## src/core/ltc_pkg.sv

```systemverilog
// Package for the single-wire bus transceiver control block.
// Assumes a 200 MHz core clock and an AXI4-Lite register port.
package ltc_pkg;
  // Register byte offsets
  localparam logic [7:0] CTRL_OFS = 8'h00;
  localparam logic [7:0] STAT_OFS = 8'h04;
  localparam logic [7:0] IRQ_OFS = 8'h08;
  localparam logic [7:0] MASK_OFS = 8'h0c;
  // Control field positions
  localparam int CTRL_TXRX_BIT = 0;
  localparam int CTRL_RATE_LSB = 1;
  localparam int CTRL_WAKE_EN_BIT = 3;
  localparam logic [31:0] CTRL_RESET = 32'h0000_0000;
  // Event bit positions in sticky and mask registers
  localparam int EV_DOM_TO = 0;
  localparam int EV_WAKE = 1;
  localparam int EV_UV = 2;
  localparam int EV_OT = 3;
  localparam int EV_CMD_IGN = 4;
  localparam logic [4:0] MASK_RESET = 5'h00;
  // Timing
  localparam int CLK_MHZ = 200;
  localparam int WAKE_MIN_US = 70;
  localparam int WAKE_CYC = WAKE_MIN_US * CLK_MHZ;
  localparam int DOM_TO_US = 12000;
  localparam int DOM_TO_CYC = DOM_TO_US * CLK_MHZ;
  // Speed profiles
  typedef enum logic [1:0] {
    LTC_RATE_20K = 2'h0,
    LTC_RATE_10K = 2'h1,
    LTC_RATE_FAST = 2'h2
  } ltc_rate_t;
  // Device power modes seen from the block
  typedef struct packed {
    logic normal_mode;
    logic low_power_supply_on_mode;
    logic low_power_supply_off_mode;
  } ltc_dev_mode_t;
  // Analogue supervision indications
  typedef struct packed {
    logic supply_uv;
    logic over_temp;
  } ltc_fault_t;
endpackage : ltc_pkg

```

## src/core/ltc_ctrl.sv

```systemverilog
// Single-wire bus transceiver control: mode, speed, wake and fault supervision.
// Assumes host pins synchronous to clk; bus level arrives from an analogue comparator.
module ltc_ctrl #(
  parameter int WAKE_CYCLES = ltc_pkg::WAKE_CYC,
  parameter int DOM_TO_CYCLES = ltc_pkg::DOM_TO_CYC
) (
  input wire logic clk, // Core clock, 200 MHz
  input wire logic rst_n, // Async reset, active low
  input wire logic second_bus_tx_input, // Host transmit pin
  output logic second_bus_rx_output, // Host receive pin
  input wire logic bus_level_in, // Bus comparator, 1 recessive
  output logic bus_drive_low, // Pull-down transistor on
  output logic pullup_high_value, // High-value sleep pull-up connected
  output logic pullup_normal, // Normal pull-up connected
  output logic [1:0] slew_profile, // Selected speed profile
  input wire ltc_pkg::ltc_fault_t fault_in, // Analogue fault indications
  input wire ltc_pkg::ltc_dev_mode_t dev_mode, // Device mode
  output logic wake_event, // Pulse to device mode logic
  output logic supply_restart, // Pulse in supply-off low power
  output logic irq, // Level interrupt
  input wire logic [31:0] s_axi_awaddr, // Write address
  input wire logic s_axi_awvalid, // Write address valid
  output logic s_axi_awready, // Write address ready
  input wire logic [31:0] s_axi_wdata, // Write data
  input wire logic [3:0] s_axi_wstrb, // Write strobes
  input wire logic s_axi_wvalid, // Write data valid
  output logic s_axi_wready, // Write data ready
  output logic [1:0] s_axi_bresp, // Write response
  output logic s_axi_bvalid, // Write response valid
  input wire logic s_axi_bready, // Write response ready
  input wire logic [31:0] s_axi_araddr, // Read address
  input wire logic s_axi_arvalid, // Read address valid
  output logic s_axi_arready, // Read address ready
  output logic [31:0] s_axi_rdata, // Read data
  output logic [1:0] s_axi_rresp, // Read response
  output logic s_axi_rvalid, // Read data valid
  input wire logic s_axi_rready // Read data ready
);
  typedef enum logic [1:0] {
    LTC_SLEEP = 2'b01,
    LTC_TXRX = 2'b10
  } ltc_state_t;

  logic rst_meta_reg, rst_sync_reg;
  ltc_state_t state_reg;
  ltc_state_t state_next;
  logic [1:0] rate_reg;
  logic wake_en_reg;
  logic [4:0] irq_reg;
  logic [4:0] irq_next;
  logic [4:0] mask_reg;
  logic bus_prev_reg;
  logic armed_reg;
  logic low_run_reg;
  logic wake_reg;
  logic restart_reg;
  logic rx_reg;
  logic drv_reg;
  logic aw_hold_reg, w_hold_reg;
  logic [7:0] aw_addr_reg;
  logic [31:0] w_data_reg;
  logic [3:0] w_strb_reg;
  logic bvalid_reg;
  logic [1:0] bresp_reg;
  logic rvalid_reg;
  logic [31:0] rdata_reg;
  logic [1:0] rresp_reg;

  // Reset release through two flops
  always_ff @(posedge clk or negedge rst_n) begin
    if (!rst_n) begin
      rst_meta_reg <= 1'b0;
      rst_sync_reg <= 1'b0;
    end else begin
      rst_meta_reg <= 1'b1;
      rst_sync_reg <= rst_meta_reg;
    end
  end

  // Dominant timeout and wake duration timers
  logic dom_to;
  logic wake_long;
  logic tx_low;
  logic bus_dom;
  assign tx_low = !second_bus_tx_input;
  assign bus_dom = !bus_level_in;
  ltc_timer #(.LIMIT(DOM_TO_CYCLES)) u_dom_timer (
    .clk(clk),
    .rst_n(rst_sync_reg),
    .run(tx_low),
    .expired(dom_to)
  );
  // Wake timer counts only a dominant run that opened with a falling edge
  ltc_timer #(.LIMIT(WAKE_CYCLES)) u_wake_timer (
    .clk(clk),
    .rst_n(rst_sync_reg),
    .run(low_run_reg),
    .expired(wake_long)
  );

  // AXI write channel decode; either channel may arrive first
  // A pending response blocks new requests: one write open at a time
  logic aw_ok, w_ok, wr_go;
  logic [7:0] wr_addr;
  logic [31:0] wr_data;
  logic [3:0] wr_strb;
  assign s_axi_awready = !aw_hold_reg && !bvalid_reg;
  assign s_axi_wready = !w_hold_reg && !bvalid_reg;
  assign aw_ok = aw_hold_reg || (s_axi_awvalid && s_axi_awready);
  assign w_ok = w_hold_reg || (s_axi_wvalid && s_axi_wready);
  assign wr_go = aw_ok && w_ok && !bvalid_reg;
  assign wr_addr = aw_hold_reg ? aw_addr_reg : s_axi_awaddr[7:0];
  assign wr_data = w_hold_reg ? w_data_reg : s_axi_wdata;
  assign wr_strb = w_hold_reg ? w_strb_reg : s_axi_wstrb;
  logic wr_ctrl, wr_irq, wr_mask, wr_hit;
  assign wr_ctrl = wr_go && wr_addr == ltc_pkg::CTRL_OFS && wr_strb[0];
  assign wr_irq = wr_go && wr_addr == ltc_pkg::IRQ_OFS && wr_strb[0];
  assign wr_mask = wr_go && wr_addr == ltc_pkg::MASK_OFS && wr_strb[0];
  assign wr_hit = wr_addr == ltc_pkg::CTRL_OFS || wr_addr == ltc_pkg::STAT_OFS ||
                  wr_addr == ltc_pkg::IRQ_OFS || wr_addr == ltc_pkg::MASK_OFS;

  // Mode request: entering transmit/receive needs tx high
  logic req_txrx, req_sleep, cmd_ignored;
  assign req_txrx = wr_ctrl && wr_data[ltc_pkg::CTRL_TXRX_BIT];
  assign req_sleep = wr_ctrl && !wr_data[ltc_pkg::CTRL_TXRX_BIT];
  assign cmd_ignored = req_txrx && tx_low && state_reg == LTC_SLEEP;
  always_comb begin
    state_next = state_reg;
    unique case (state_reg)
      LTC_SLEEP: begin
        if (req_txrx && !tx_low) begin
          state_next = LTC_TXRX;
        end
      end
      LTC_TXRX: begin
        if (req_sleep) begin
          state_next = LTC_SLEEP;
        end
      end
      default: begin
        state_next = LTC_SLEEP;
      end
    endcase
  end

  // Wake: falling edge starts the timer, long dominant arms, rising edge fires
  logic fall, rise, wake_fire;
  assign fall = bus_prev_reg && bus_dom == 1'b1;
  assign rise = !bus_prev_reg && !bus_dom;
  assign wake_fire = wake_en_reg && armed_reg && rise && state_reg == LTC_SLEEP;

  // Transmit gating: both faults, the timeout, sleep and every device mode but normal force recessive
  // The timeout gates only the driver, so the host still sees the bus
  logic tx_allowed;
  assign tx_allowed = state_reg == LTC_TXRX && dev_mode.normal_mode &&
                      !fault_in.supply_uv &&
                      !fault_in.over_temp &&
                      !dom_to;

  // Sticky events; a new event wins over the clear in the same cycle
  logic [4:0] ev;
  assign ev[ltc_pkg::EV_DOM_TO] = dom_to;
  assign ev[ltc_pkg::EV_WAKE] = wake_fire;
  assign ev[ltc_pkg::EV_UV] = fault_in.supply_uv;
  assign ev[ltc_pkg::EV_OT] = fault_in.over_temp;
  assign ev[ltc_pkg::EV_CMD_IGN] = cmd_ignored;
  assign irq_next = (wr_irq ? (irq_reg & ~wr_data[4:0]) : irq_reg) | ev;

  // Read mux
  // Status bits are live levels, not snapshots
  logic [31:0] ctrl_word, stat_word, rd_word;
  logic rd_hit;
  assign ctrl_word = {28'h0, wake_en_reg, rate_reg, state_reg == LTC_TXRX};
  assign stat_word = {24'h0, state_reg == LTC_SLEEP, bus_level_in, second_bus_tx_input,
                      fault_in.over_temp, fault_in.supply_uv, 2'h0, dom_to};
  assign rd_hit = s_axi_araddr[7:0] == ltc_pkg::CTRL_OFS || s_axi_araddr[7:0] == ltc_pkg::STAT_OFS ||
                  s_axi_araddr[7:0] == ltc_pkg::IRQ_OFS || s_axi_araddr[7:0] == ltc_pkg::MASK_OFS;
  assign rd_word = s_axi_araddr[7:0] == ltc_pkg::CTRL_OFS ? ctrl_word :
                   s_axi_araddr[7:0] == ltc_pkg::STAT_OFS ? stat_word :
                   s_axi_araddr[7:0] == ltc_pkg::IRQ_OFS ? {27'h0, irq_reg} :
                   s_axi_araddr[7:0] == ltc_pkg::MASK_OFS ? {27'h0, mask_reg} : 32'h0;
  assign s_axi_arready = !rvalid_reg;

  // Control and status registers
  always_ff @(posedge clk or negedge rst_sync_reg) begin
    if (!rst_sync_reg) begin
      state_reg <= LTC_SLEEP;
      rate_reg <= ltc_pkg::CTRL_RESET[2:1];
      wake_en_reg <= ltc_pkg::CTRL_RESET[3];
      irq_reg <= 5'h00;
      mask_reg <= ltc_pkg::MASK_RESET;
    end else begin
      state_reg <= state_next;
      irq_reg <= irq_next;
      if (wr_ctrl) begin
        rate_reg <= wr_data[ltc_pkg::CTRL_RATE_LSB +: 2];
        wake_en_reg <= wr_data[ltc_pkg::CTRL_WAKE_EN_BIT];
      end
      if (wr_mask) begin
        mask_reg <= wr_data[4:0];
      end
    end
  end

  // Wake detector registers
  always_ff @(posedge clk or negedge rst_sync_reg) begin
    if (!rst_sync_reg) begin
      bus_prev_reg <= 1'b1; // Idle bus level, so no false edge after reset
      low_run_reg <= 1'b0;
      armed_reg <= 1'b0;
      wake_reg <= 1'b0;
      restart_reg <= 1'b0;
    end else begin
      bus_prev_reg <= !bus_dom;
      // A dominant level already present at sleep entry is not a wake pattern
      low_run_reg <= (state_reg == LTC_SLEEP) && bus_dom && (fall || low_run_reg);
      // Arm only after a long dominant that began in sleep
      armed_reg <= (state_reg == LTC_SLEEP) && (wake_long || (armed_reg && bus_dom)) && !fall;
      wake_reg <= wake_fire;
      restart_reg <= wake_fire && dev_mode.low_power_supply_off_mode;
    end
  end

  // Pin outputs from flops; receiver dark in overtemperature
  always_ff @(posedge clk or negedge rst_sync_reg) begin
    if (!rst_sync_reg) begin
      rx_reg <= 1'b1;
      drv_reg <= 1'b0;
    end else begin
      rx_reg <= fault_in.over_temp ? 1'b1 : bus_level_in;
      drv_reg <= tx_allowed && tx_low;
    end
  end

  // AXI handshake registers
  always_ff @(posedge clk or negedge rst_sync_reg) begin
    if (!rst_sync_reg) begin
      aw_hold_reg <= 1'b0;
      w_hold_reg <= 1'b0;
      aw_addr_reg <= 8'h00;
      w_data_reg <= 32'h0000_0000;
      w_strb_reg <= 4'h0;
      bvalid_reg <= 1'b0;
      bresp_reg <= 2'h0;
      rvalid_reg <= 1'b0;
      rdata_reg <= 32'h0000_0000;
      rresp_reg <= 2'h0;
    end else begin
      if (s_axi_awvalid && s_axi_awready && !wr_go) begin
        aw_hold_reg <= 1'b1;
        aw_addr_reg <= s_axi_awaddr[7:0];
      end
      if (s_axi_wvalid && s_axi_wready && !wr_go) begin
        w_hold_reg <= 1'b1;
        w_data_reg <= s_axi_wdata;
        w_strb_reg <= s_axi_wstrb;
      end
      if (wr_go) begin
        aw_hold_reg <= 1'b0;
        w_hold_reg <= 1'b0;
        bvalid_reg <= 1'b1;
        bresp_reg <= wr_hit ? 2'h0 : 2'h2;
      end else if (s_axi_bready) begin
        bvalid_reg <= 1'b0;
      end
      if (s_axi_arvalid && s_axi_arready) begin
        rvalid_reg <= 1'b1;
        rdata_reg <= rd_word;
        rresp_reg <= rd_hit ? 2'h0 : 2'h2;
      end else if (s_axi_rready) begin
        rvalid_reg <= 1'b0;
      end
    end
  end

  assign second_bus_rx_output = rx_reg;
  assign bus_drive_low = drv_reg;
  assign pullup_high_value = state_reg == LTC_SLEEP;
  assign pullup_normal = state_reg != LTC_SLEEP;
  assign slew_profile = rate_reg;
  assign wake_event = wake_reg;
  assign supply_restart = restart_reg;
  assign irq = |(irq_reg & mask_reg);
  assign s_axi_bvalid = bvalid_reg;
  assign s_axi_bresp = bresp_reg;
  assign s_axi_rvalid = rvalid_reg;
  assign s_axi_rdata = rdata_reg;
  assign s_axi_rresp = rresp_reg;
endmodule : ltc_ctrl

```

## src/core/ltc_timer.sv

```systemverilog
// Saturating low-level timer used for wake and dominant timeouts.
// Assumes synchronous inputs and the reset copy from the top.
module ltc_timer #(
  parameter int LIMIT = 16
) (
  input wire logic clk, // Core clock
  input wire logic rst_n, // Synchronised reset
  input wire logic run, // Count while high, restart when low
  output logic expired // High once run lasted LIMIT cycles
);
  localparam int W = $clog2(LIMIT + 1);
  localparam logic [W-1:0] TOP = W'(LIMIT);
  logic [W-1:0] cnt_reg;
  logic [W-1:0] cnt_next;

  // Saturate so a stuck input never wraps
  assign cnt_next = !run ? '0 : (cnt_reg == TOP) ? cnt_reg : cnt_reg + W'(1);

  // Counter register
  always_ff @(posedge clk or negedge rst_n) begin
    if (!rst_n) begin
      cnt_reg <= '0;
    end else begin
      cnt_reg <= cnt_next;
    end
  end

  assign expired = (cnt_reg == TOP);
endmodule : ltc_timer

```

## config.mk

```make
export PLATFORM = sky130hd
export DESIGN_NAME = ltc_ctrl
export DESIGN_NICKNAME = d
export VERILOG_FILES = /design/src/core/ltc_pkg.sv /design/src/core/ltc_ctrl.sv /design/src/core/ltc_timer.sv
export SDC_FILE = /design/constraint.sdc
export NUM_CORES = 1
export LEC_CHECK = 0
export ABC_AREA = 1
export BUFFER_PORTS_ARGS = -buffer_cell sky130_fd_sc_hd__buf_2
export CAP_MARGIN = 20
export CORE_MARGIN = 2
export CORE_UTILIZATION = 51
export CTS_CLUSTER_DIAMETER = 60
export DETAILED_ROUTE_END_ITERATION = 10
export GPL_ROUTABILITY_DRIVEN = 0
export GPL_TIMING_DRIVEN = 1
export PLACE_DENSITY_LB_ADDON = 0.08
export SLEW_MARGIN = 20
export SYNTH_ARGS = -nofsm -noshare
export SYNTH_HDL_FRONTEND = slang
export SYNTH_SLANG_ARGS = --single-unit
```

## constraint.sdc

```tcl
create_clock -name clk -period 3.01 [get_ports clk]
set_input_delay 0.7525 -clock clk [delete_from_list [all_inputs] [get_ports clk]]
set_output_delay 0.7525 -clock clk [all_outputs]
set_load 0.05 [all_outputs]
```

-- Yosys cells after proc, flatten, opt, wreduce, memory -nomap -nowiden
Cells that the tools add are included.
- register bits after elaboration: 114
- word-level logic and storage cells: 140
- output and inout port bits: 50
- $add $sub $neg: 2
- reduce and logical (&&, ||, !) cells: 67
- equality and inequality tests: 15
- muxes and demuxes: 26
- bitwise gates (word level): 4
- operators by type and width (kind ; number):
    two-way mux 22 bit ; 2
    logical AND 1 bit ; 36
    == test 8 x 4 -> 1 bit, second input constant ; 4
    two-way mux 14 bit ; 2
    two-way mux 8 bit ; 3
    adder 22 x 1 -> 22 bit, second input constant ; 1
    == test 22 bit, second input constant ; 1
    two-way mux 5 bit ; 4
    == test 8 x 3 -> 1 bit, second input constant ; 2
    logical NOT 8 bit ; 2
    adder 14 x 1 -> 14 bit, second input constant ; 1
    == test 14 bit, second input constant ; 1
    logical NOT 1 bit ; 13
    bitwise AND 5 bit ; 2
    logical OR 1 bit ; 10
    two-way mux 1 bit ; 10
    two-way mux 2 bit ; 4
    nonzero test 2 bit ; 4
    != test 2 bit, second input constant ; 3
    NOT 5 bit ; 1
    bitwise OR 5 bit ; 1
    OR reduction 5 bit ; 1
    != test 2 x 1 -> 1 bit, second input constant ; 2
    one-hot mux 2 bit (2 select lines) ; 1
    3 further kinds ; 3

-- Logic depth before layout (Yosys ltp)
Gate-level depths: netlist of the first run.
- depth in word-level cells: 12
- depth in mapped cells: 10
- mapped depth without buffers: 9

-- Modules after synthesis
Synthesis of the first run repeated with hierarchy kept, for this count alone.
- cell total of the unflattened synthesis: 671
- area, all modules: 5084.9 µm²
- modules (own cells, without submodules) (module ; times used ; area each (µm²) ; cells an instance ; sequential area each (µm²)):
    ltc_ctrl ; 1 ; 2767.7 ; 341 ; 1305.0
    ltc_timer (u_dom_timer) ; 1 ; 1423.9 ; 198 ; 550.5
    ltc_timer (u_wake_timer) ; 1 ; 893.4 ; 132 ; 350.3

-- Worst setup path before layout of the first run
OpenSTA, ideal clock, no wires.
- path kind: register to output
- start: reg state_reg[0]
- end: out pullup_normal
- path buffers: 0
- stages on the path, launching flop included: 4
- arrival time: 1.803 ns
- slack: 0.455 ns
- cells stage by stage: dfstp_2 inv_1 nor2_1 inv_1
- longest elaborated chain between the ends: 1
- ends and longest elaborated chain (element ; RTL line ; source):
    start, declared ; ltc_ctrl.sv:45 ; ltc_state_t state_reg;
    start signal, assigned ; ltc_ctrl.sv:193 ; state_reg <= state_next;
    != test 2 x 1 -> 1 bit ; ltc_ctrl.sv:279 ; assign pullup_normal = state_reg != LTC_SLEEP;
    end, declared ; ltc_ctrl.sv:14 ; output logic pullup_normal,
No other way between the ends.

-- Final worst setup path of the first run
Same ends and word-level chain as after synthesis.

==> reports/results.tsv, run 1 <==
stage	metric	value	unit
worst_setup_path	WP buf/inv	3	
routing	DR vias	3873	
global_routing	largest net degree at the start of global routing	87	
logic_synthesis	main combinational cell family by area after synthesis	simple AND/OR/NAND/NOR gates	
power	clock power share	0.280	
cts	# resized after CTS	0	
power	internal power	2.04	mW
sta	Worst slew margin	0.565	
worst_setup_path	worst-path cell chain	inv_1, nor2_1, inv_1, buf_2	
final_layout	max reg flops	22	
worst_setup_path	Critical Path AT	1610	ps
worst_setup_path	cell family with most CP delay	flip-flops	
global_routing	initial antenna violation count	0	
floorplanning	die area	0.0100	mm2
worst_setup_path	Setup crit end kind	output port	
logic_synthesis	sequential share of the synthesized area	0.467	
placement	# port buffers	58	
logic_synthesis	synthesized area	0.00472	mm2
global_routing	GR Overflow Total	0	
power	switching share of power	0.345	
final_layout	Final #Nets	793	
final_layout	Layout area overhead	11.3	%
final_layout	Post-Layout Inst Area	0.00526	mm2
logic_synthesis	Yosys top cell area share	0.450	
sta	worst-margin pin slew	652	ps
logic_synthesis	Top FF cell, synth	dfrtp_1	
logic_synthesis	Ys Warns	0	
logic_synthesis	post-synthesis mux area share	0.0167	
logic_synthesis	top post-synthesis cells by area	dfrtp_1 45%, nand2_1 10%, inv_1 7.6%	
logic_synthesis	synth unique cells	38	
power	Net Sw Power	1.07	mW
cts	postcts setup bufs	0	
cts	Hold Buf Count CTS	0	
logic_synthesis	xor and xnor area share after synthesis	0.00371	
power	Comb power frac	0.255	
floorplanning	die height	100	um
logic_synthesis	Mapped Avg Cell Area	7.69	um2
floorplanning	Core Footprint	0.00911	mm2
cts	CTS tree	yes	
sta	setup violators final	0	
routing	wire length per cell	11.6	um
cts	CTS buffer count	9	
placement	Final HPWL DP	6930	um
power	PD cells	592	mW/mm2
logic_synthesis	Simple-Gate Fraction of Synth Area	0.281	
floorplanning	Cell Rows	35	
routing	drt first-iter violations	216	
logic_synthesis	instance count of the mapped netlist	614	
floorplanning	die width	100	um
cts	clk sinks	88	
floorplanning	num ports	164	
logic_synthesis	Compound-Gate Fraction of Synth Area	0.0927	
sta	Final Skew	12.3	ps
routing	DRC Markers	0	
routing	drt first pass iters	5	
worst_setup_path	critical path class	reg2out	
routing	ANT nets after route	0	
cts	clk slew on worst S/H paths	80	ps
sta	period utilization	0.783	
power	Max IR drop VDD	660	uV
cts	H-tree depth	3	
worst_setup_path	startpoint class of the critical path	flip-flop	
worst_setup_path	Worst path most repeated cell	inv_1	
worst_setup_path	Worst Path Required	2260	ps
sta	Total Neg Setup Slack	0	ps
final_layout	# diodes	0	
sta	final worst slack	652	ps
routing	drt via density	4.90	
cts	Root Driver	clkbuf_8	
placement	pre-CTS setup slack	997	ps
placement	Area after DPL	0.00502	mm2
global_routing	number of global-route vias before repair	3649	
logic_synthesis	Synth Area in Adders	0.0106	
logic_synthesis	ys async rst share	1.00	
status	status	finished clean	
global_routing	first-pass GRT wire length	16200	um
worst_setup_path	Max FO, Critical Path	7	
floorplanning	Initial Util	0.518	
min_path	Hold Crit Class	in2async	
final_layout	layout cells sized above 1	0.154	
job	maxcap violations	0	
logic_synthesis	FF+latch count, synth	88	
logic_synthesis	most frequent cells after synthesis	129 x nand2_1, 95 x inv_1, 85 x dfrtp_1	
sta	min cycle time layout	2360	ps
power	Reg power frac	0.465	
sta	Fin. Hold Viols	0	
logic_synthesis	post-synth top area cell	dfrtp_1	
power	Pleak	2.72	nW
global_routing	GRT Overall Usage	0.201	
sta	RSZ-0062 raised after global routing	false	
worst_setup_path	CP max stage delay	520	ps
cts	Clk Latency, worst-skew pair	350	ps
cts	Max Buffers Root-to-Sink	2	
logic_synthesis	Post-synth EDFFs	0	
routing	Routed WL	9200	um
worst_setup_path	Worst path slowest cell	dfstp_2	
logic_synthesis	most frequent cell after synthesis	nand2_1	
sta	Slew Viols, Final	0	
sta	fmax	0.424	GHz
-- worst paths after layout --
check | startpoint | endpoint | slack [ps] | cells after the start
min in group clk | rst_meta_reg | rst_sync_reg | 360 | 0
setup reg to reg | w_hold_reg | aw_addr_reg[5] | 1320 | 5
hold / removal | rst_n | rst_sync_reg | 170 | 1
hold reg to reg | rst_sync_reg | aw_addr_reg[4] | 350 | 0
setup / recovery | state_reg[0] | pullup_normal | 650 | 4
max in group asynchronous | rst_sync_reg | second_bus_rx_output | 1980 | 1
-- layer usage --
| metal | share of wire | wire length [um] | up-vias | GRT usage |
|---|---|---|---|---|
| met4 | 0.016 | 150 | 0 | 0.0695 |
| met2 | 0.46 | 4210 | 85 | 0.321 |
| met1 | 0.49 | 4470 | 1759 | 0.278 |
| met5 | 0 | 0 | - | 0 |
| li1 | - | - | 2017 | - |
| met3 | 0.041 | 373 | 12 | 0.0334 |
-- area by class of cell --
type / count / area, um2
clock buffer: 14 / 183
inverter: 96 / 360
timing repair buffer: 60 / 318
clock inverter: 2 / 35.0
sequential: 88 / 2210
fill: 886 / 3850
multi-input combinational: 420 / 2010
tap: 111 / 139
-- power by group through the flow --
| stage | clock network, mW | registers, mW | logic, mW |
|---|---|---|---|
| final | 0.870 | 1.45 | 0.793 |
| after global routing | 0.952 | 1.47 | 0.888 |
| after CTS | 0.903 | 1.46 | 0.789 |
| after detailed placement | 0 | 1.48 | 0.787 |
| after global placement | 0 | 1.47 | 0.770 |
| after floorplan | 0 | 1.53 | 0.589 |
-- cell usage in the layout (no fill, tap or decap), types with 2 or more instances in the layout --
cell type / netlist / final
nor2_4: 2 / 2
nand4_1: 10 / 10
nor2_1: 68 / 68
o21a_1: 2 / 2
ha_1: 4 / 4
a21oi_1: 32 / 32
nand2_1: 129 / 129
conb_1: 2 / 27
a31oi_1: 2 / 2
dfrtp_1: 85 / 84
inv_1: 95 / 95
nor3_2: 2 / 2
nand3_1: 53 / 53
mux2_2: 7 / 7
o21ai_0: 38 / 38
dfstp_2: 3 / 3
o21bai_1: 2 / 2
nand2_2: 2 / 2
buf_2: 4 / 58
nor3_1: 17 / 17
or2_2: 3 / 3
clkbuf_8: 0 / 13
nor2_2: 6 / 6
nand3b_1: 2 / 2
xor2_1: 2 / 2
-- per-stage QoR --
| step | std cells | util | hold WS, ps | power (mW) |
|---|---|---|---|---|
| global placement | 774 | 0.551 | 344 | 2.24 |
| floorplan | 639 | - | 331 | 2.12 |
| CTS | 790 | 0.575 | 154 | 3.15 |
| detailed placement | 774 | 0.551 | 343 | 2.27 |
| finish | 791 | 0.577 | 166 | 3.11 |
| global route | 791 | 0.577 | 144 | 3.31 |
-- logic make-up (layout without fill, tap and decap cells) --
kind of cell / Yosys count / after routing
muxes: 7 / 7
adders and majority gates: 4 / 4
DFF: 88 / 88
and+or+nand+nor: 299 / 299
buffers and inverters: 131 / 172
xor gates and xnor gates: 2 / 2
other: 2 / 27
AOI/OAI and AO/OA: 81 / 81
Power figures use the tool's default switching activity.
==> run 2, diff against run 1 <==
--- a/config.mk
+++ b/config.mk
@@ -5,11 +5,11 @@
 export SDC_FILE = /design/constraint.sdc
 export NUM_CORES = 1
 export LEC_CHECK = 0
-export ABC_AREA = 1
+export ABC_AREA = 0
 export BUFFER_PORTS_ARGS = -buffer_cell sky130_fd_sc_hd__buf_2
 export CAP_MARGIN = 20
 export CORE_MARGIN = 2
-export CORE_UTILIZATION = 51
+export CORE_UTILIZATION = 50
 export CTS_CLUSTER_DIAMETER = 60
 export DETAILED_ROUTE_END_ITERATION = 10
 export GPL_ROUTABILITY_DRIVEN = 0
==> constraint.sdc (replaced) <==
create_clock -name clk -period 2.2 [get_ports clk]
set_input_delay 0.55 -clock clk [delete_from_list [all_inputs] [get_ports clk]]
set_output_delay 0.55 -clock clk [all_outputs]
set_load 0.05 [all_outputs]
==> run 2 against run 1 <==
  * Routed wire length increased by 0.70%
  * Sequential share of layout area up 1.3 points
  * Clock-buffer cell count fell by 5
  * Critical path depth is 1 lower
  * Worst hold slack gained 98 ps
  * Critical endpoint is now pullup_high_value
  * Largest cell class unchanged
  * Highest routed layer unchanged
==> reports/results.tsv, run 2 <==
stage	metric	value	unit	change
floorplanning	num ports	164		unchanged
placement	Area after DPL	0.00486	mm2	-3.1%
placement	DP Cell Count	586		-24%
sta	RSZ-0062 raised after global routing	false		
final_layout	Layout area overhead	13.1	%	
cts	H-tree depth	3		unchanged
final_layout	Post-Layout Inst Area	0.00510	mm2	-3.0%
global_routing	GRT Overall Usage	0.200		-0.000291
floorplanning	Core Footprint	0.00872	mm2	-4.3%
logic_synthesis	Top FF cell, synth	dfrtp_1		
status	status	finished clean		
worst_setup_path	Worst Path Required	1650	ps	-610 ps
sta	final worst slack	190	ps	-462 ps
cts	Clk Latency, worst-skew pair	350	ps	about the same
final_layout	# diodes	0		unchanged
sta	min cycle time layout	2010	ps	
routing	Routed WL	9270	um	+0.70%
sta	period utilization	0.914		
cts	Root Driver	clkbuf_8		
sta	Slew Viols, Final	0		unchanged
logic_synthesis	synthesized area	0.00451	mm2	-4.5%
worst_setup_path	Critical Path AT	1460	ps	-150 ps
global_routing	GR Overflow Total	0		unchanged
power	Pleak	2.29	nW	-16%
global_routing	initial antenna violation count	0		unchanged
routing	DRC Markers	0		unchanged
sta	worst-margin pin slew	548	ps	-104 ps
floorplanning	die width	99.0	um	-1.3%
final_layout	commonest non-fill, non-tap cell in the layout	dfrtp_1		
global_routing	number of global-route vias before repair	3155		-14%
job	maxcap violations	0		unchanged
logic_synthesis	post-synth top area cell	dfrtp_1		
min_path	Hold Crit Class	reg2async		
final_layout	Final Non-Filler Cells	603		-24%
final_layout	fillers	761		-14%
logic_synthesis	Mapped Avg Cell Area	10.5	um2	+37%
logic_synthesis	top post-synthesis cells by area	dfrtp_1 47%, mux2_2 7.0%, buf_4 4.5%		
placement	pre-CTS setup slack	22.5	ps	-975 ps
logic_synthesis	synth unique cells	56		+47%
placement	Final HPWL DP	6790	um	-2.1%
power	Max IR drop VDD	674	uV	+2.1%
routing	drt first pass iters	5		unchanged
logic_synthesis	ys async rst share	1.00		unchanged
final_layout	max reg flops	22		unchanged
power	PD cells	857	mW/mm2	+45%
sta	setup violators final	0		unchanged
sta	Final Skew	12.7	ps	+0.321 ps
logic_synthesis	instance count of the mapped netlist	428		-30%
sta	Worst slew margin	0.631		+0.0661
logic_synthesis	Yosys top cell area share	0.472		+0.0214
logic_synthesis	Ys Warns	0		unchanged
final_layout	Final #Nets	608		-23%
final_layout	most frequent cells in the layout	84 x dfrtp_1, 58 x buf_2, 28 x mux2_2, 28 x nand2_1, 27 x conb_1		
routing	drt via density	5.45		+11%
cts	CTS tree	yes		
worst_setup_path	startpoint class of the critical path	flip-flop		
global_routing	first-pass GRT wire length	15600	um	-3.9%
cts	clk sinks	88		unchanged
routing	wire length per cell	15.4	um	+32%
placement	# port buffers	58		unchanged
routing	drt first-iter violations	120		-44%
sta	fmax	0.498	GHz	
logic_synthesis	most frequent cell after synthesis	dfrtp_1		
final_layout	layout cells sized above 1	0.253		+0.0981
worst_setup_path	Max FO, Critical Path	7		unchanged
floorplanning	Initial Util	0.517		-0.00148
floorplanning	die area	0.00979	mm2	-2.5%
logic_synthesis	Post-synth EDFFs	0		unchanged
worst_setup_path	Setup crit end kind	output port		
cts	Max Buffers Root-to-Sink	2		unchanged
global_routing	largest net degree at the start of global routing	57		-34%
cts	clk slew on worst S/H paths	100	ps	+20 ps
floorplanning	die height	99.0	um	-1.3%
sta	Total Neg Setup Slack	0	ps	unchanged
cts	CTS buffer count	9		unchanged
logic_synthesis	sequential share of the synthesized area	0.489		+0.0222
worst_setup_path	critical path class	reg2out		
sta	Fin. Hold Viols	0		unchanged
routing	ANT nets after route	0		unchanged
floorplanning	Cell Rows	34		-2.9%
logic_synthesis	most frequent cells after synthesis	85 x dfrtp_1, 28 x mux2_2, 28 x nand2_1		
logic_synthesis	FF+latch count, synth	88		unchanged
routing	DR vias	3285		-15%
==> run 2: changes by cell type in the layout (fill, tap and decap cells not counted), sizes merged, moves of 8 or more <==
| cell | before | now |
|---|---|---|
| a21oi | 32 | 14 |
| and2 | 0 | 14 |
| inv | 96 | 22 |
| mux2 | 7 | 30 |
| nand2 | 132 | 28 |
| nand3 | 53 | 18 |
| nor2 | 76 | 21 |
| nor3 | 20 | 11 |
| nor4 | 1 | 11 |
| o21ai | 40 | 16 |
| o31ai | 0 | 8 |
| xnor2 | 0 | 13 |
==> run 2: layout make-up <==
type	count	area, um2	area share
sequential	88	2210	0.433
multi-input combinational	306	2080	0.407
timing repair buffer	67	385	0.0756
tap	108	135	0.0265
clock buffer	9	124	0.0243
clock inverter	7	100	0.0196
inverter	18	67.6	0.0133
==> run 2: timing repair <==
action / in CTS / in global routing
resized for setup: 0 / 0
endpoints found under the hold margin: 2 / 0
setup buffers: 0 / 0
hold buffers: 1 / 0
==> run 2: cells by family after synthesis <==
| logic type | after synthesis | share of synthesized area |
|---|---|---|
| multiplexers | 35 | 0.0888 |
| AND/OR/NAND/NOR | 151 | 0.190 |
| adder cells (fa/ha/maj) | 4 | 0.0111 |
| other | 2 | 0.00167 |
| flip-flops | 88 | 0.489 |
| AO/OA/AOI/OAI | 69 | 0.109 |
| XOR/XNOR | 20 | 0.0389 |
| buffers and inverters | 59 | 0.0716 |
==> run 2: power by group <==
group	leakage, nW	switching [mW]	internal (mW)	total (mW)
registers	1.15	0.191	1.82	2.01
clock network	0.115	0.612	0.655	1.27
logic	1.03	0.684	0.401	1.08
total	2.29	1.49	2.88	4.37
==> run 2: through the flow <==
stage / power, mW / utilization / hold WS, ps
2_1_floorplan: 2.89 / - / 254
3_3_place_gp: 3.11 / 0.558 / 280
3_5_place_dp: 3.14 / 0.558 / 280
4_1_cts: 4.39 / 0.585 / 277
5_1_grt: 4.60 / 0.585 / 290
6_report: 4.37 / 0.585 / 264
==> run 2: critical path: stages (launching register included) <==
cell and delay [ps]:
dfstp_2 540, nand2b_1 160, inv_1 130, buf_2 270
==> run 2: path summary, 6_finish.rpt <==
path	startpoint	end	slack, ps	depth (start not counted)
max	state_reg[0]	pullup_high_value	190	3
min	rst_sync_reg	aw_addr_reg[3]	260	0
max reg2reg	u_dom_timer.cnt_reg[6]	u_dom_timer.cnt_reg[21]	200	4
min reg2reg	rst_sync_reg	aw_addr_reg[3]	260	0
max in group asynchronous	rst_sync_reg	second_bus_rx_output	1260	1
min in group clk	bus_level_in	bus_prev_reg	320	1
==> run 2: per-layer routing <==
layer | vias up | global-route usage | part of all wire
met5 | - | 0 | 0
met4 | 0 | 0.0379 | 0.0033
met3 | 4 | 0.0454 | 0.033
met2 | 71 | 0.305 | 0.46
met1 | 1606 | 0.298 | 0.51
li1 | 1604 | - | -
